### src/oau_pkg.sv
// Purpose: shared types and constants for the operand addressing unit
// Assumes: single 40 MHz clock, synchronous active-low reset
// Notes: opcode field positions and vectors are defined here; the decoder also slices opcode bits directly
package oau_pkg;

  // --------------------------------------------------------------
  // opcode fields
  // --------------------------------------------------------------
  localparam int OAU_DST_LSB = 3;
  localparam int OAU_SRC_LSB = 0;
  localparam logic [2:0] OAU_REG_B = 3'h0;
  localparam logic [2:0] OAU_REG_MEM = 3'h6;
  localparam logic [2:0] OAU_REG_A = 3'h7;
  localparam logic [1:0] OAU_PAIR_PTR = 2'h2;
  localparam logic [7:0] OAU_PFX_CB = 8'hCB;
  localparam logic [7:0] OAU_PFX_X = 8'hDD;
  localparam logic [7:0] OAU_PFX_Y = 8'hFD;
  localparam logic [7:0] OAU_PFX_ED = 8'hED;
  localparam logic [7:0] OAU_OP_JABS = 8'hC3;
  localparam logic [7:0] OAU_OP_CALL = 8'hCD;
  localparam logic [7:0] OAU_OP_JREL = 8'h18;
  localparam logic [7:0] OAU_OP_XWORD = 8'h21;
  localparam logic [7:0] OAU_OP_ALOAD = 8'h3A;
  localparam logic [7:0] OAU_OP_STAN = 8'h32;
  localparam logic [7:0] OAU_OP_INCM = 8'h34;
  localparam logic [15:0] OAU_RST_BASE = 16'h0000;
  localparam int OAU_RST_SHIFT = 3;
  localparam logic [15:0] OAU_JR_LEN = 16'h0002;
  localparam logic [15:0] OAU_RESET_PC = 16'h0000;

  // --------------------------------------------------------------
  // types
  // --------------------------------------------------------------
  typedef enum {
    OAU_M_NONE, OAU_M_REG, OAU_M_IMPL, OAU_M_IMM, OAU_M_IMMX,
    OAU_M_DIR, OAU_M_IND, OAU_M_IDX, OAU_M_REL, OAU_M_PAGE0, OAU_M_BIT
  } oau_mode_t;

  typedef enum {OAU_S_OP, OAU_S_OP2, OAU_S_B1, OAU_S_B2, OAU_S_CB} oau_state_t;

  typedef struct packed {
    logic [15:0] pc;
    logic [7:0] opc;
    logic [7:0] pfx;
    logic [7:0] lo;
  } oau_ctx_t;

  typedef struct packed {
    logic valid;
    logic [3:0] mode;
    logic [2:0] dst_sel;
    logic [2:0] src_sel;
    logic [1:0] pair_sel;
    logic [1:0] idx_sel;
    logic [2:0] bit_sel;
    logic [7:0] data8;
    logic [15:0] data16;
    logic [15:0] addr;
    logic addr_valid;
    logic load_pc;
    logic [15:0] new_pc;
  } oau_out_t;

endpackage

### src/oau_decoder.sv
// Purpose: addressing-mode decode and operand/target address formation
// Assumes: bytes arrive one per strobe in instruction order with their address
// Notes: pointer and index contents are supplied by the register file outside

// ------------------------------------------------------------------
// module
// ------------------------------------------------------------------
// What this block does
// - register-to-register load takes source and destination fields from opcode bits
// - arithmetic ops imply accumulator destination; only other operand encoded
// - immediate mode uses the byte after opcode as data
// - immediate extended builds 16-bit value from two following bytes
// - direct mode forms 16-bit address from two instruction bytes
// - absolute jump loads program counter with bytes two and three
// - register indirect uses named 16-bit pair contents as address
// - one-byte add from pointer pair implies accumulator and pointer pair
// - indexed address is index register plus instruction displacement
// - relative jumps target program counter plus instruction displacement
// - restart is one byte calling one of eight page-zero locations
// - restart target equals opcode index times eight
// - ordinary call is three bytes with direct 16-bit target
// - bit mode selects one bit of register or memory byte
// - ten addressing modes, each limited to instructions that allow it
// - displacements are signed 8-bit two's complement
// - 3-bit register code 000 is B, 111 is accumulator
module oau_decoder import oau_pkg::*; (
  // clock and reset
  input wire logic clk,
  input wire logic rst_b,
  // instruction byte stream
  input wire logic byte_valid,
  input wire logic [7:0] byte_data,
  input wire logic [15:0] byte_addr,
  // register contents from the core
  input wire logic [15:0] primary_pointer_pair,
  input wire logic [15:0] pair_bc,
  input wire logic [15:0] pair_de,
  input wire logic [15:0] index_reg_x,
  input wire logic [15:0] index_reg_y,
  // decoded operand
  output oau_out_t dec_out
);

  typedef struct packed {
    oau_state_t st;
    oau_ctx_t ctx;
    oau_out_t o;
  } oau_all_t;

  oau_all_t r, next_r;
  logic [15:0] disp;
  logic [15:0] word;
  logic [15:0] idx_base;

  assign disp = {{8{byte_data[7]}}, byte_data};
  assign word = {byte_data, r.ctx.lo};
  assign idx_base = (r.ctx.pfx == OAU_PFX_Y) ? index_reg_y : index_reg_x;

  // ----------------------------------------------------------------
  // decode
  // ----------------------------------------------------------------
  always_comb begin
    next_r = r;
    next_r.o.valid = 1'b0;
    next_r.o.load_pc = 1'b0;
    next_r.o.addr_valid = 1'b0;
    if (byte_valid) begin
      case (r.st)
        OAU_S_OP: begin
          next_r.ctx.pc = byte_addr;
          next_r.ctx.opc = byte_data;
          next_r.ctx.pfx = 8'h00;
          next_r.o = '0;
          next_r.o.src_sel = byte_data[OAU_SRC_LSB +: 3];
          next_r.o.dst_sel = byte_data[OAU_DST_LSB +: 3];
          if (byte_data == OAU_PFX_X || byte_data == OAU_PFX_Y || byte_data == OAU_PFX_ED) begin
            next_r.ctx.pfx = byte_data;
            next_r.st = OAU_S_OP2;
          end else if (byte_data == OAU_PFX_CB) begin
            next_r.st = OAU_S_CB;
          end else if (byte_data == OAU_OP_JABS || byte_data == OAU_OP_CALL ||
                       byte_data == OAU_OP_ALOAD || byte_data == OAU_OP_STAN ||
                       (byte_data[7:6] == 2'h0 && byte_data[3:0] == 4'h1)) begin
            next_r.st = OAU_S_B1;
          end else if (byte_data == OAU_OP_JREL ||
                       (byte_data[7:6] == 2'h0 && byte_data[2:0] == 3'h6)) begin
            next_r.st = OAU_S_B2;
          end else if (byte_data[7:6] == 2'h1 && byte_data[5:3] != OAU_REG_MEM &&
                       byte_data[2:0] != OAU_REG_MEM) begin
            next_r.o.mode = 4'(OAU_M_REG);
            next_r.o.valid = 1'b1;
          end else if (byte_data[7:6] == 2'h2 && byte_data[2:0] == OAU_REG_MEM) begin
            next_r.o.mode = 4'(OAU_M_IND);
            next_r.o.dst_sel = OAU_REG_A;
            next_r.o.pair_sel = OAU_PAIR_PTR;
            next_r.o.addr = primary_pointer_pair;
            next_r.o.addr_valid = 1'b1;
            next_r.o.valid = 1'b1;
          end else if (byte_data[7:6] == 2'h2) begin
            next_r.o.mode = 4'(OAU_M_IMPL);
            next_r.o.dst_sel = OAU_REG_A;
            next_r.o.valid = 1'b1;
          end else if (byte_data[7:6] == 2'h3 && byte_data[2:0] == 3'h7) begin
            next_r.o.mode = 4'(OAU_M_PAGE0);
            next_r.o.new_pc = OAU_RST_BASE | (16'(byte_data[5:3]) << OAU_RST_SHIFT);
            next_r.o.load_pc = 1'b1;
            next_r.o.valid = 1'b1;
          end else if (byte_data[7:6] == 2'h0 && byte_data[5] == 1'b0 && byte_data[2:0] == 3'h2) begin
            next_r.o.mode = 4'(OAU_M_IND);
            next_r.o.pair_sel = byte_data[5:4];
            next_r.o.addr = (byte_data[4]) ? pair_de : pair_bc;
            next_r.o.addr_valid = 1'b1;
            next_r.o.valid = 1'b1;
          end else begin
            next_r.o.mode = 4'(OAU_M_NONE);
            next_r.o.valid = 1'b1;
          end
        end
        OAU_S_OP2: begin
          next_r.ctx.opc = byte_data;
          next_r.o.src_sel = byte_data[2:0];
          next_r.o.dst_sel = byte_data[5:3];
          next_r.o.idx_sel = (r.ctx.pfx == OAU_PFX_Y) ? 2'h1 : 2'h0;
          if (r.ctx.pfx == OAU_PFX_ED) begin
            next_r.o.mode = 4'(OAU_M_REG);
            next_r.o.valid = 1'b1;
            next_r.st = OAU_S_OP;
          end else if (byte_data == OAU_OP_XWORD) begin
            next_r.st = OAU_S_B1;
          end else if (byte_data == OAU_PFX_CB || byte_data == OAU_OP_INCM ||
                       byte_data[2:0] == OAU_REG_MEM || byte_data[7:3] == 5'h0E) begin
            next_r.st = OAU_S_B2;
          end else begin
            next_r.o.mode = 4'(OAU_M_NONE);
            next_r.o.valid = 1'b1;
            next_r.st = OAU_S_OP;
          end
        end
        OAU_S_B1: begin
          next_r.ctx.lo = byte_data;
          next_r.st = OAU_S_B2;
        end
        OAU_S_B2: begin
          next_r.st = OAU_S_OP;
          next_r.o.valid = 1'b1;
          if (r.ctx.pfx != 8'h00) begin
            if (r.ctx.opc == OAU_OP_XWORD) begin
              next_r.o.mode = 4'(OAU_M_IMMX);
              next_r.o.data16 = word;
            end else begin
              next_r.o.mode = 4'(OAU_M_IDX);
              next_r.o.addr = idx_base + disp;
              next_r.o.addr_valid = 1'b1;
              if (r.ctx.opc == OAU_PFX_CB) begin
                // address kept, no strobe yet: the bit opcode still follows
                next_r.o.addr_valid = 1'b0;
                next_r.o.valid = 1'b0;
                next_r.st = OAU_S_CB;
              end
            end
          end else if (r.ctx.opc == OAU_OP_JREL) begin
            next_r.o.mode = 4'(OAU_M_REL);
            next_r.o.new_pc = r.ctx.pc + OAU_JR_LEN + disp;
            next_r.o.load_pc = 1'b1;
          end else if (r.ctx.opc[7:6] == 2'h0 && r.ctx.opc[2:0] == 3'h6) begin
            next_r.o.mode = 4'(OAU_M_IMM);
            next_r.o.data8 = byte_data;
          end else if (r.ctx.opc[3:0] == 4'h1 && r.ctx.opc[7:6] == 2'h0) begin
            next_r.o.mode = 4'(OAU_M_IMMX);
            next_r.o.pair_sel = r.ctx.opc[5:4];
            next_r.o.data16 = word;
          end else begin
            next_r.o.mode = 4'(OAU_M_DIR);
            next_r.o.addr = word;
            next_r.o.addr_valid = 1'b1;
            next_r.o.load_pc = (r.ctx.opc == OAU_OP_JABS || r.ctx.opc == OAU_OP_CALL);
            next_r.o.new_pc = word;
          end
        end
        OAU_S_CB: begin
          next_r.st = OAU_S_OP;
          next_r.o.valid = 1'b1;
          next_r.o.mode = 4'(OAU_M_BIT);
          next_r.o.bit_sel = byte_data[5:3];
          next_r.o.src_sel = byte_data[2:0];
          if (r.ctx.pfx == 8'h00 && byte_data[2:0] == OAU_REG_MEM) begin
            next_r.o.addr = primary_pointer_pair;
            next_r.o.addr_valid = 1'b1;
          end else if (r.ctx.pfx != 8'h00) begin
            next_r.o.addr_valid = 1'b1;
          end
        end
        default: next_r.st = OAU_S_OP;
      endcase
    end
  end

  always_ff @(posedge clk) begin
    if (!rst_b) begin
      r.st <= OAU_S_OP;
      r.ctx <= '0;
      r.ctx.pc <= OAU_RESET_PC;
      r.o <= '0;
    end else begin
      r <= next_r;
    end
  end

  assign dec_out = r.o;

  // ----------------------------------------------------------------
  // checks
  // ----------------------------------------------------------------
  chk_restart_vector: assert property (@(posedge clk) disable iff (!rst_b)
    (byte_valid && r.st == OAU_S_OP && byte_data[7:6] == 2'h3 && byte_data[2:0] == 3'h7)
    |=> (dec_out.load_pc && dec_out.new_pc == {10'h000, $past(byte_data[5:3]), 3'h0}))
    else $error("restart vector wrong");
  chk_reg_fields: assert property (@(posedge clk) disable iff (!rst_b)
    (byte_valid && r.st == OAU_S_OP && byte_data == 8'h41)
    |=> (dec_out.mode == 4'(OAU_M_REG) && dec_out.dst_sel == 3'h0 && dec_out.src_sel == 3'h1))
    else $error("register fields wrong");
  chk_implied_acc: assert property (@(posedge clk) disable iff (!rst_b)
    (byte_valid && r.st == OAU_S_OP && byte_data == 8'h82)
    |=> (dec_out.dst_sel == OAU_REG_A && dec_out.src_sel == 3'h2))
    else $error("implied accumulator wrong");
  chk_add_pointer: assert property (@(posedge clk) disable iff (!rst_b)
    (byte_valid && r.st == OAU_S_OP && byte_data == 8'h86)
    |=> (dec_out.valid && dec_out.addr == $past(primary_pointer_pair)))
    else $error("pointer add wrong");
  chk_rel_target: assert property (@(posedge clk) disable iff (!rst_b)
    (byte_valid && r.st == OAU_S_OP && byte_data == OAU_OP_JREL)
    ##1 (byte_valid && r.st == OAU_S_B2 && byte_data == 8'h05)
    |=> (dec_out.new_pc == $past(r.ctx.pc) + 16'h0007))
    else $error("relative target wrong");
  chk_abs_jump: assert property (@(posedge clk) disable iff (!rst_b)
    (byte_valid && r.st == OAU_S_OP && byte_data == OAU_OP_JABS)
    ##1 (byte_valid && r.st == OAU_S_B1 && byte_data == 8'h77)
    ##1 (byte_valid && byte_data == 8'h03)
    |=> (dec_out.load_pc && dec_out.new_pc == 16'h0377))
    else $error("absolute jump wrong");
  chk_imm_byte: assert property (@(posedge clk) disable iff (!rst_b)
    (byte_valid && r.st == OAU_S_OP && byte_data == 8'h1E)
    ##1 (byte_valid && r.st == OAU_S_B2)
    |=> (dec_out.mode == 4'(OAU_M_IMM) && dec_out.data8 == $past(byte_data)))
    else $error("immediate byte wrong");
  chk_one_byte: assert property (@(posedge clk) disable iff (!rst_b)
    (byte_valid && r.st == OAU_S_OP && byte_data[7:6] == 2'h3 && byte_data[2:0] == 3'h7)
    |=> (r.st == OAU_S_OP && dec_out.new_pc[15:8] == 8'h00))
    else $error("restart not single byte");

endmodule

### config.mk
export PLATFORM = sky130hd
export DESIGN_NAME = oau_decoder
export DESIGN_NICKNAME = d
export VERILOG_FILES = /design/src/oau_pkg.sv /design/src/oau_decoder.sv
export SDC_FILE = /design/constraint.sdc
export NUM_CORES = 1
export LEC_CHECK = 0
export BUFFER_PORTS_ARGS = -buffer_cell sky130_fd_sc_hd__buf_4
export CORE_MARGIN = 8
export CORE_UTILIZATION = 50
export CTS_CLUSTER_SIZE = 24
export DETAILED_ROUTE_END_ITERATION = 6
export PLACE_DENSITY = 0.89
export SLEW_MARGIN = 20
export SYNTH_ARGS = -nofsm -noshare
export SYNTH_HDL_FRONTEND = slang
export SYNTH_SLANG_ARGS = --single-unit
### constraint.sdc
create_clock -name clk -period 3.2 [get_ports clk]
set_input_delay 0.64 -clock clk [delete_from_list [all_inputs] [get_ports clk]]
set_output_delay 0.64 -clock clk [all_outputs]
set_load 0.02 [all_outputs]
* After elaboration in Yosys (flattened, before gate mapping)
Index checks and enable logic that the tools add are counted.
** Word-level totals
- Bits in registers :: 148
- Input port bits :: 107
** Cells by class
- Add/sub/neg operators :: 3
- Equal/unequal tests :: 51
- Mux-type cells :: 83
- Bitwise operators :: 1
- Reduce and logical (&&, ||, !) cells :: 48
** Operators by type and width (number)
- $mux 34 :: 7
- $mux 32 :: 6
- $mux 17 :: 8
- $pmux 32 s4 :: 1
- $eq 8x8->1 const B :: 11
- $mux 16 :: 5
- $eq 32x2->1 const B :: 2
- $mux 8 :: 8
- $pmux 17 s3 :: 1
- $mux 50 :: 1
- $pmux 24 s2 :: 1
- $mux 41 :: 1
- $eq 8x6->1 const B :: 5
- $ne 3x3->1 const B :: 12
- $pmux 17 s2 :: 1
- $mux 33 :: 1
- $add 16x16->16 :: 2
- $eq 32x1->1 const B :: 1
- $eq 32x3->1 const B :: 1
- $logic_not 32->1 :: 1
- $mux 2 :: 15
- $mux 5 :: 6
- $pmux 5 s4 :: 1
- $mux 3 :: 6
- other kinds (30) :: 82

* Depth between registers and ports, before layout
- Word-level depth :: 13
- Gate-level depth with buffers :: 12
- Depth with buffers taken out :: 12

* Worst setup path before layout
Ideal clock, no wire load.
- Path type :: reg-to-reg
- Start point :: register r[85] in the netlist's numbering
- End point :: register r, in the netlist dec_out[33]
- Setup time :: 74 ps
- Arrival time :: 3127 ps
- Required time :: 3126 ps
- Path slack :: -1 ps
- Stages on the path, launching flop included :: 13
- Path buffers :: 2
- Clock period less this slack :: 3201 ps
- Path through :: dfxtp_1 > and3b_1 > nand3_1 > clkbuf_1 > mux2_2 > ha_1 > clkbuf_1 > a21o_1 > a31oi_1 > a21boi_0 > o21ai_0 > or3_1 > a31oi_1
** On the way
- Longest elaborated chain between the ends :: 6
- Elaborated cells between the ends (all ways) :: 15
** RTL lines
- from (decl) :: RTL line oau_decoder.sv:50 : oau_all_t r, next_r;
- from (signal assigned) :: RTL line oau_decoder.sv:205 : r <= next_r;
- $eq 8x8->1 :: RTL line oau_decoder.sv:57 : assign idx_base = (r.ctx.pfx == OAU_PFX_Y) ? index_reg_y : index_reg_x;
- $mux 16 :: RTL line oau_decoder.sv:57
- $add 16x16->16 :: RTL line oau_decoder.sv:152 : next_r.o.addr = idx_base + disp;
- $mux 17 :: RTL line oau_decoder.sv:147 : if (r.ctx.opc == OAU_OP_XWORD) begin
- $mux 33 :: RTL line oau_decoder.sv:146 : if (r.ctx.pfx != 8'h00) begin
- $pmux 17 s3 :: RTL line oau_decoder.sv:68 : case (r.st)
Several ways; a longest one is shown, not always the timed one. The select of a mux whose other input is x is not followed.
A chain may end at the register's enable or synchronous reset.

* Worst setup path in the final report
- Start point :: register r[85] in the netlist's numbering
- End point :: register r, in the netlist dec_out[28]
The elaborated chain is that of the path after synthesis.

==> impl_results.md <==
- Outcome: finished, final reports clean
- Power Dens Cells: roughly 470 nW/µm²
- Share of the synthesized area in the top cell type: around 29%
- Fill count: 1507
- Clk_lat worst skew: 0.43 ns
- Post-synth EDFFs: 0
- DRC errors left: 0
- Final period util: between 90 and 100%
- Clock Sinks: around 120
- Grt ovf: 0
- RSZ-0062 raised after global routing: no
- Setup violators final: 0
- Share of flip-flops with an asynchronous set or reset: 0%
- Antenna violations before repair: 1
- Final TNS setup: 0 ns
- Max Root-Sink Buffers: 2
- Synthesized area: roughly 8300 µm²
- Main synth FF type: dfxtp_1
- Port Buffers: ~180
- CTS buffer count: 17
- Share of layout cells above drive strength 1: between 20 and 25%
- Max Freq: 327 MHz
- Min-Delay Path Class: flop to flop
- Vert. Die Dim: approximately 140 µm
- Top post-synthesis cells by area: dfxtp_1 (29%), buf_4 (7.2%), ha_1 (7.1%)
- MaxCap Viol Count: 0
- H-tree depth: 4
- Gr usage total: roughly a quarter
- CP max FO: 17
- WL per Instance: just over 20 µm
- Post-synth cell types: between 80 and 90
- Largest net degree at the start of global routing: 53
- DR vias/cell: slightly above 6
- Ports: roughly 180
- Gpl congestion: between 0.9 and 1
- Nets: 1300
- Synthesized net count: roughly 1200
- HPWL Detailed: between 20000 and 25000 µm
- Ant diodes: 0
- Fin. max-slew vios: 0
- #FFs+latches synth: approximately 120
- VDD IR-drop max: 409 µV
- Worst-Margin Slew: 0.884 ns
- Vias: about 8300
- Iteration-0 DRC Markers: between 700 and 800
- Avg Cell Area, Syn: a little under 8 µm²
- First-pass GRT wire length: between 40000 and 50000 µm
- Total die area: ~21000 µm²
- Critical Path AT: approximately 3.4 ns
- CTS tree: built
- Area of the multi-input gates: 5010 µm²
- Synth cell count leaders: nand2_1 (146), dfxtp_1 (118), a21oi_1 (102)
- Tot Pwr: 4680 µW
- Post-synthesis sequential area ratio: 28.5%
- Critical path launch point type: flop
- Drt total wl: about 28000 µm
- Syn. warnings: 0
- Post-route antenna net violation count: 0
- Seq. cell area: about 2400 µm²
- Max transition margin: approximately 41%
- Worst Setup End Kind: flop
- Area grow syn2layout: 19.4%
- Top-count cell post-synth: nand2_1
- Rows: 47
- Clock transition at path regs: 0.06 ns
- Final-report hold violation count: 0
- Synth area leader: dfxtp_1
- Clk root buf: clkbuf_16
- Synth Instances: about 1100
- Critical path class: flop to flop
- Initial Utilization: between 50% and 60%
- Final core utilization: approximately 60%
- Core ar.: ~16000 µm²
- Setup Skew: ~0.012 ns
- Die Wd: between 100 and 150 µm
- Leakage: approximately 0.0042 µW
- Tmin final: roughly 3.1 ns
- Vias in the first global route: about 8100
- DR pass1 iterations: 5
- Placement Setup Slack: -0.0333 ns
- Setup ws final: ~0.15 ns
- CP Data Required Time: 3.50 ns
==> layer usage <==
metal | vias up | track usage, % | wire length, µm
met5 | - | 0 | 11
met4 | 2 | 13.4 | 1160
met3 | 87 | 7.09 | 2710
met2 | 477 | 43.0 | 12800
met1 | 3820 | 31.5 | 11000
li1 | 3923 | - | -
==> placed cells by master (no fill, tap or decap), types with 16 or more instances in the layout <==
master / n
dfxtp_1: 118
clkbuf_16: 17
buf_4: 214
a31oi_1: 21
nand2_1: 146
nand3_1: 51
o21ai_0: 38
a21oi_1: 102
mux2i_1: 32
ha_1: 47
inv_1: 16
o21ai_1: 25
nor2_1: 60
==> through the flow <==
| step | instance area (µm²) | instances | hold WS (ns) |
|---|---|---|---|
| after global placement | 9330 | 1345 | 0.440 |
| after floorplan | 8280 | 1050 | 0.432 |
| after CTS | 9880 | 1377 | 0.449 |
| after global routing | 9890 | 1377 | 0.463 |
| final | 9890 | 1377 | 0.451 |
| after detailed placement | 9330 | 1345 | 0.447 |
==> report_power, final <==
part           internal [µW]  total (µW)  leakage, µW  switching (µW)
registers               1560        1640     0.000961            76.1
clock network           1080        1790     0.000270             709
logic                    500        1250      0.00297             747
==> area by class of cell <==
cell class                      count  share of cell area [%]
Sequential cell                   118                    23.9
Timing Repair Buffer              215                    16.5
Clock buffer                       20                    4.52
Clock inverter                     12                    1.06
Inverter                           17                   0.645
Tap cell                          220                    2.78
Multi-Input combinational cell    775                    50.6
==> kinds of logic (layout without fill, tap and decap cells) <==
| logic type | Yosys count | after routing | share of synthesized area [%] |
|---|---|---|---|
| AOI/OAI and AO/OA | 305 | 305 | 23.8 |
| xor gates and xnor gates | 13 | 13 | 1.37 |
| adders and majority gates | 49 | 49 | 7.58 |
| buffers and inverters | 157 | 264 | 11.3 |
| DFF | 118 | 118 | 28.5 |
| muxes | 47 | 47 | 5.91 |
| other | 1 | 1 | 0.0453 |
| and+or+nand+nor | 360 | 360 | 21.5 |
==> critical path, cell delays in order, from the launching register on <==
cell and delay [ns]:
dfxtp_1 0.39, and3b_1 0.21, nand3_1 0.12, buf_12 0.17
mux2_2 0.34, ha_1 0.20, inv_1 0.08, fa_1 0.21
and3b_1 0.20, o21a_1 0.22, or3_1 0.45, a21o_1 0.19
nand3_1 0.08, a31oi_1 0.07
==> path summary, 6_finish.rpt <==
path | startpoint | end | slack (ns) | cells past startpoint
max | r[85] | dec_out[28] | 0.15 | 13
min | dec_out[36] | dec_out[36] | 0.45 | 2
max reg2reg | r[85] | dec_out[28] | 0.15 | 13
min reg2reg | dec_out[36] | dec_out[36] | 0.45 | 2
==> repair_timing <==
| action | CTS | global route |
|---|---|---|
| endpoints found under the setup margin | 0 | 1 |
| hold endpoints to repair | 0 | 0 |
| setup buffers | 0 | 0 |
| hold buffers | 0 | 0 |
| gates resized for setup | 0 | 1 |
==> flip-flops by register name, summed over array words and instances, names as in the netlist <==
name     cells
dec_out     75
r           43
Power figures use the tool's default switching activity.
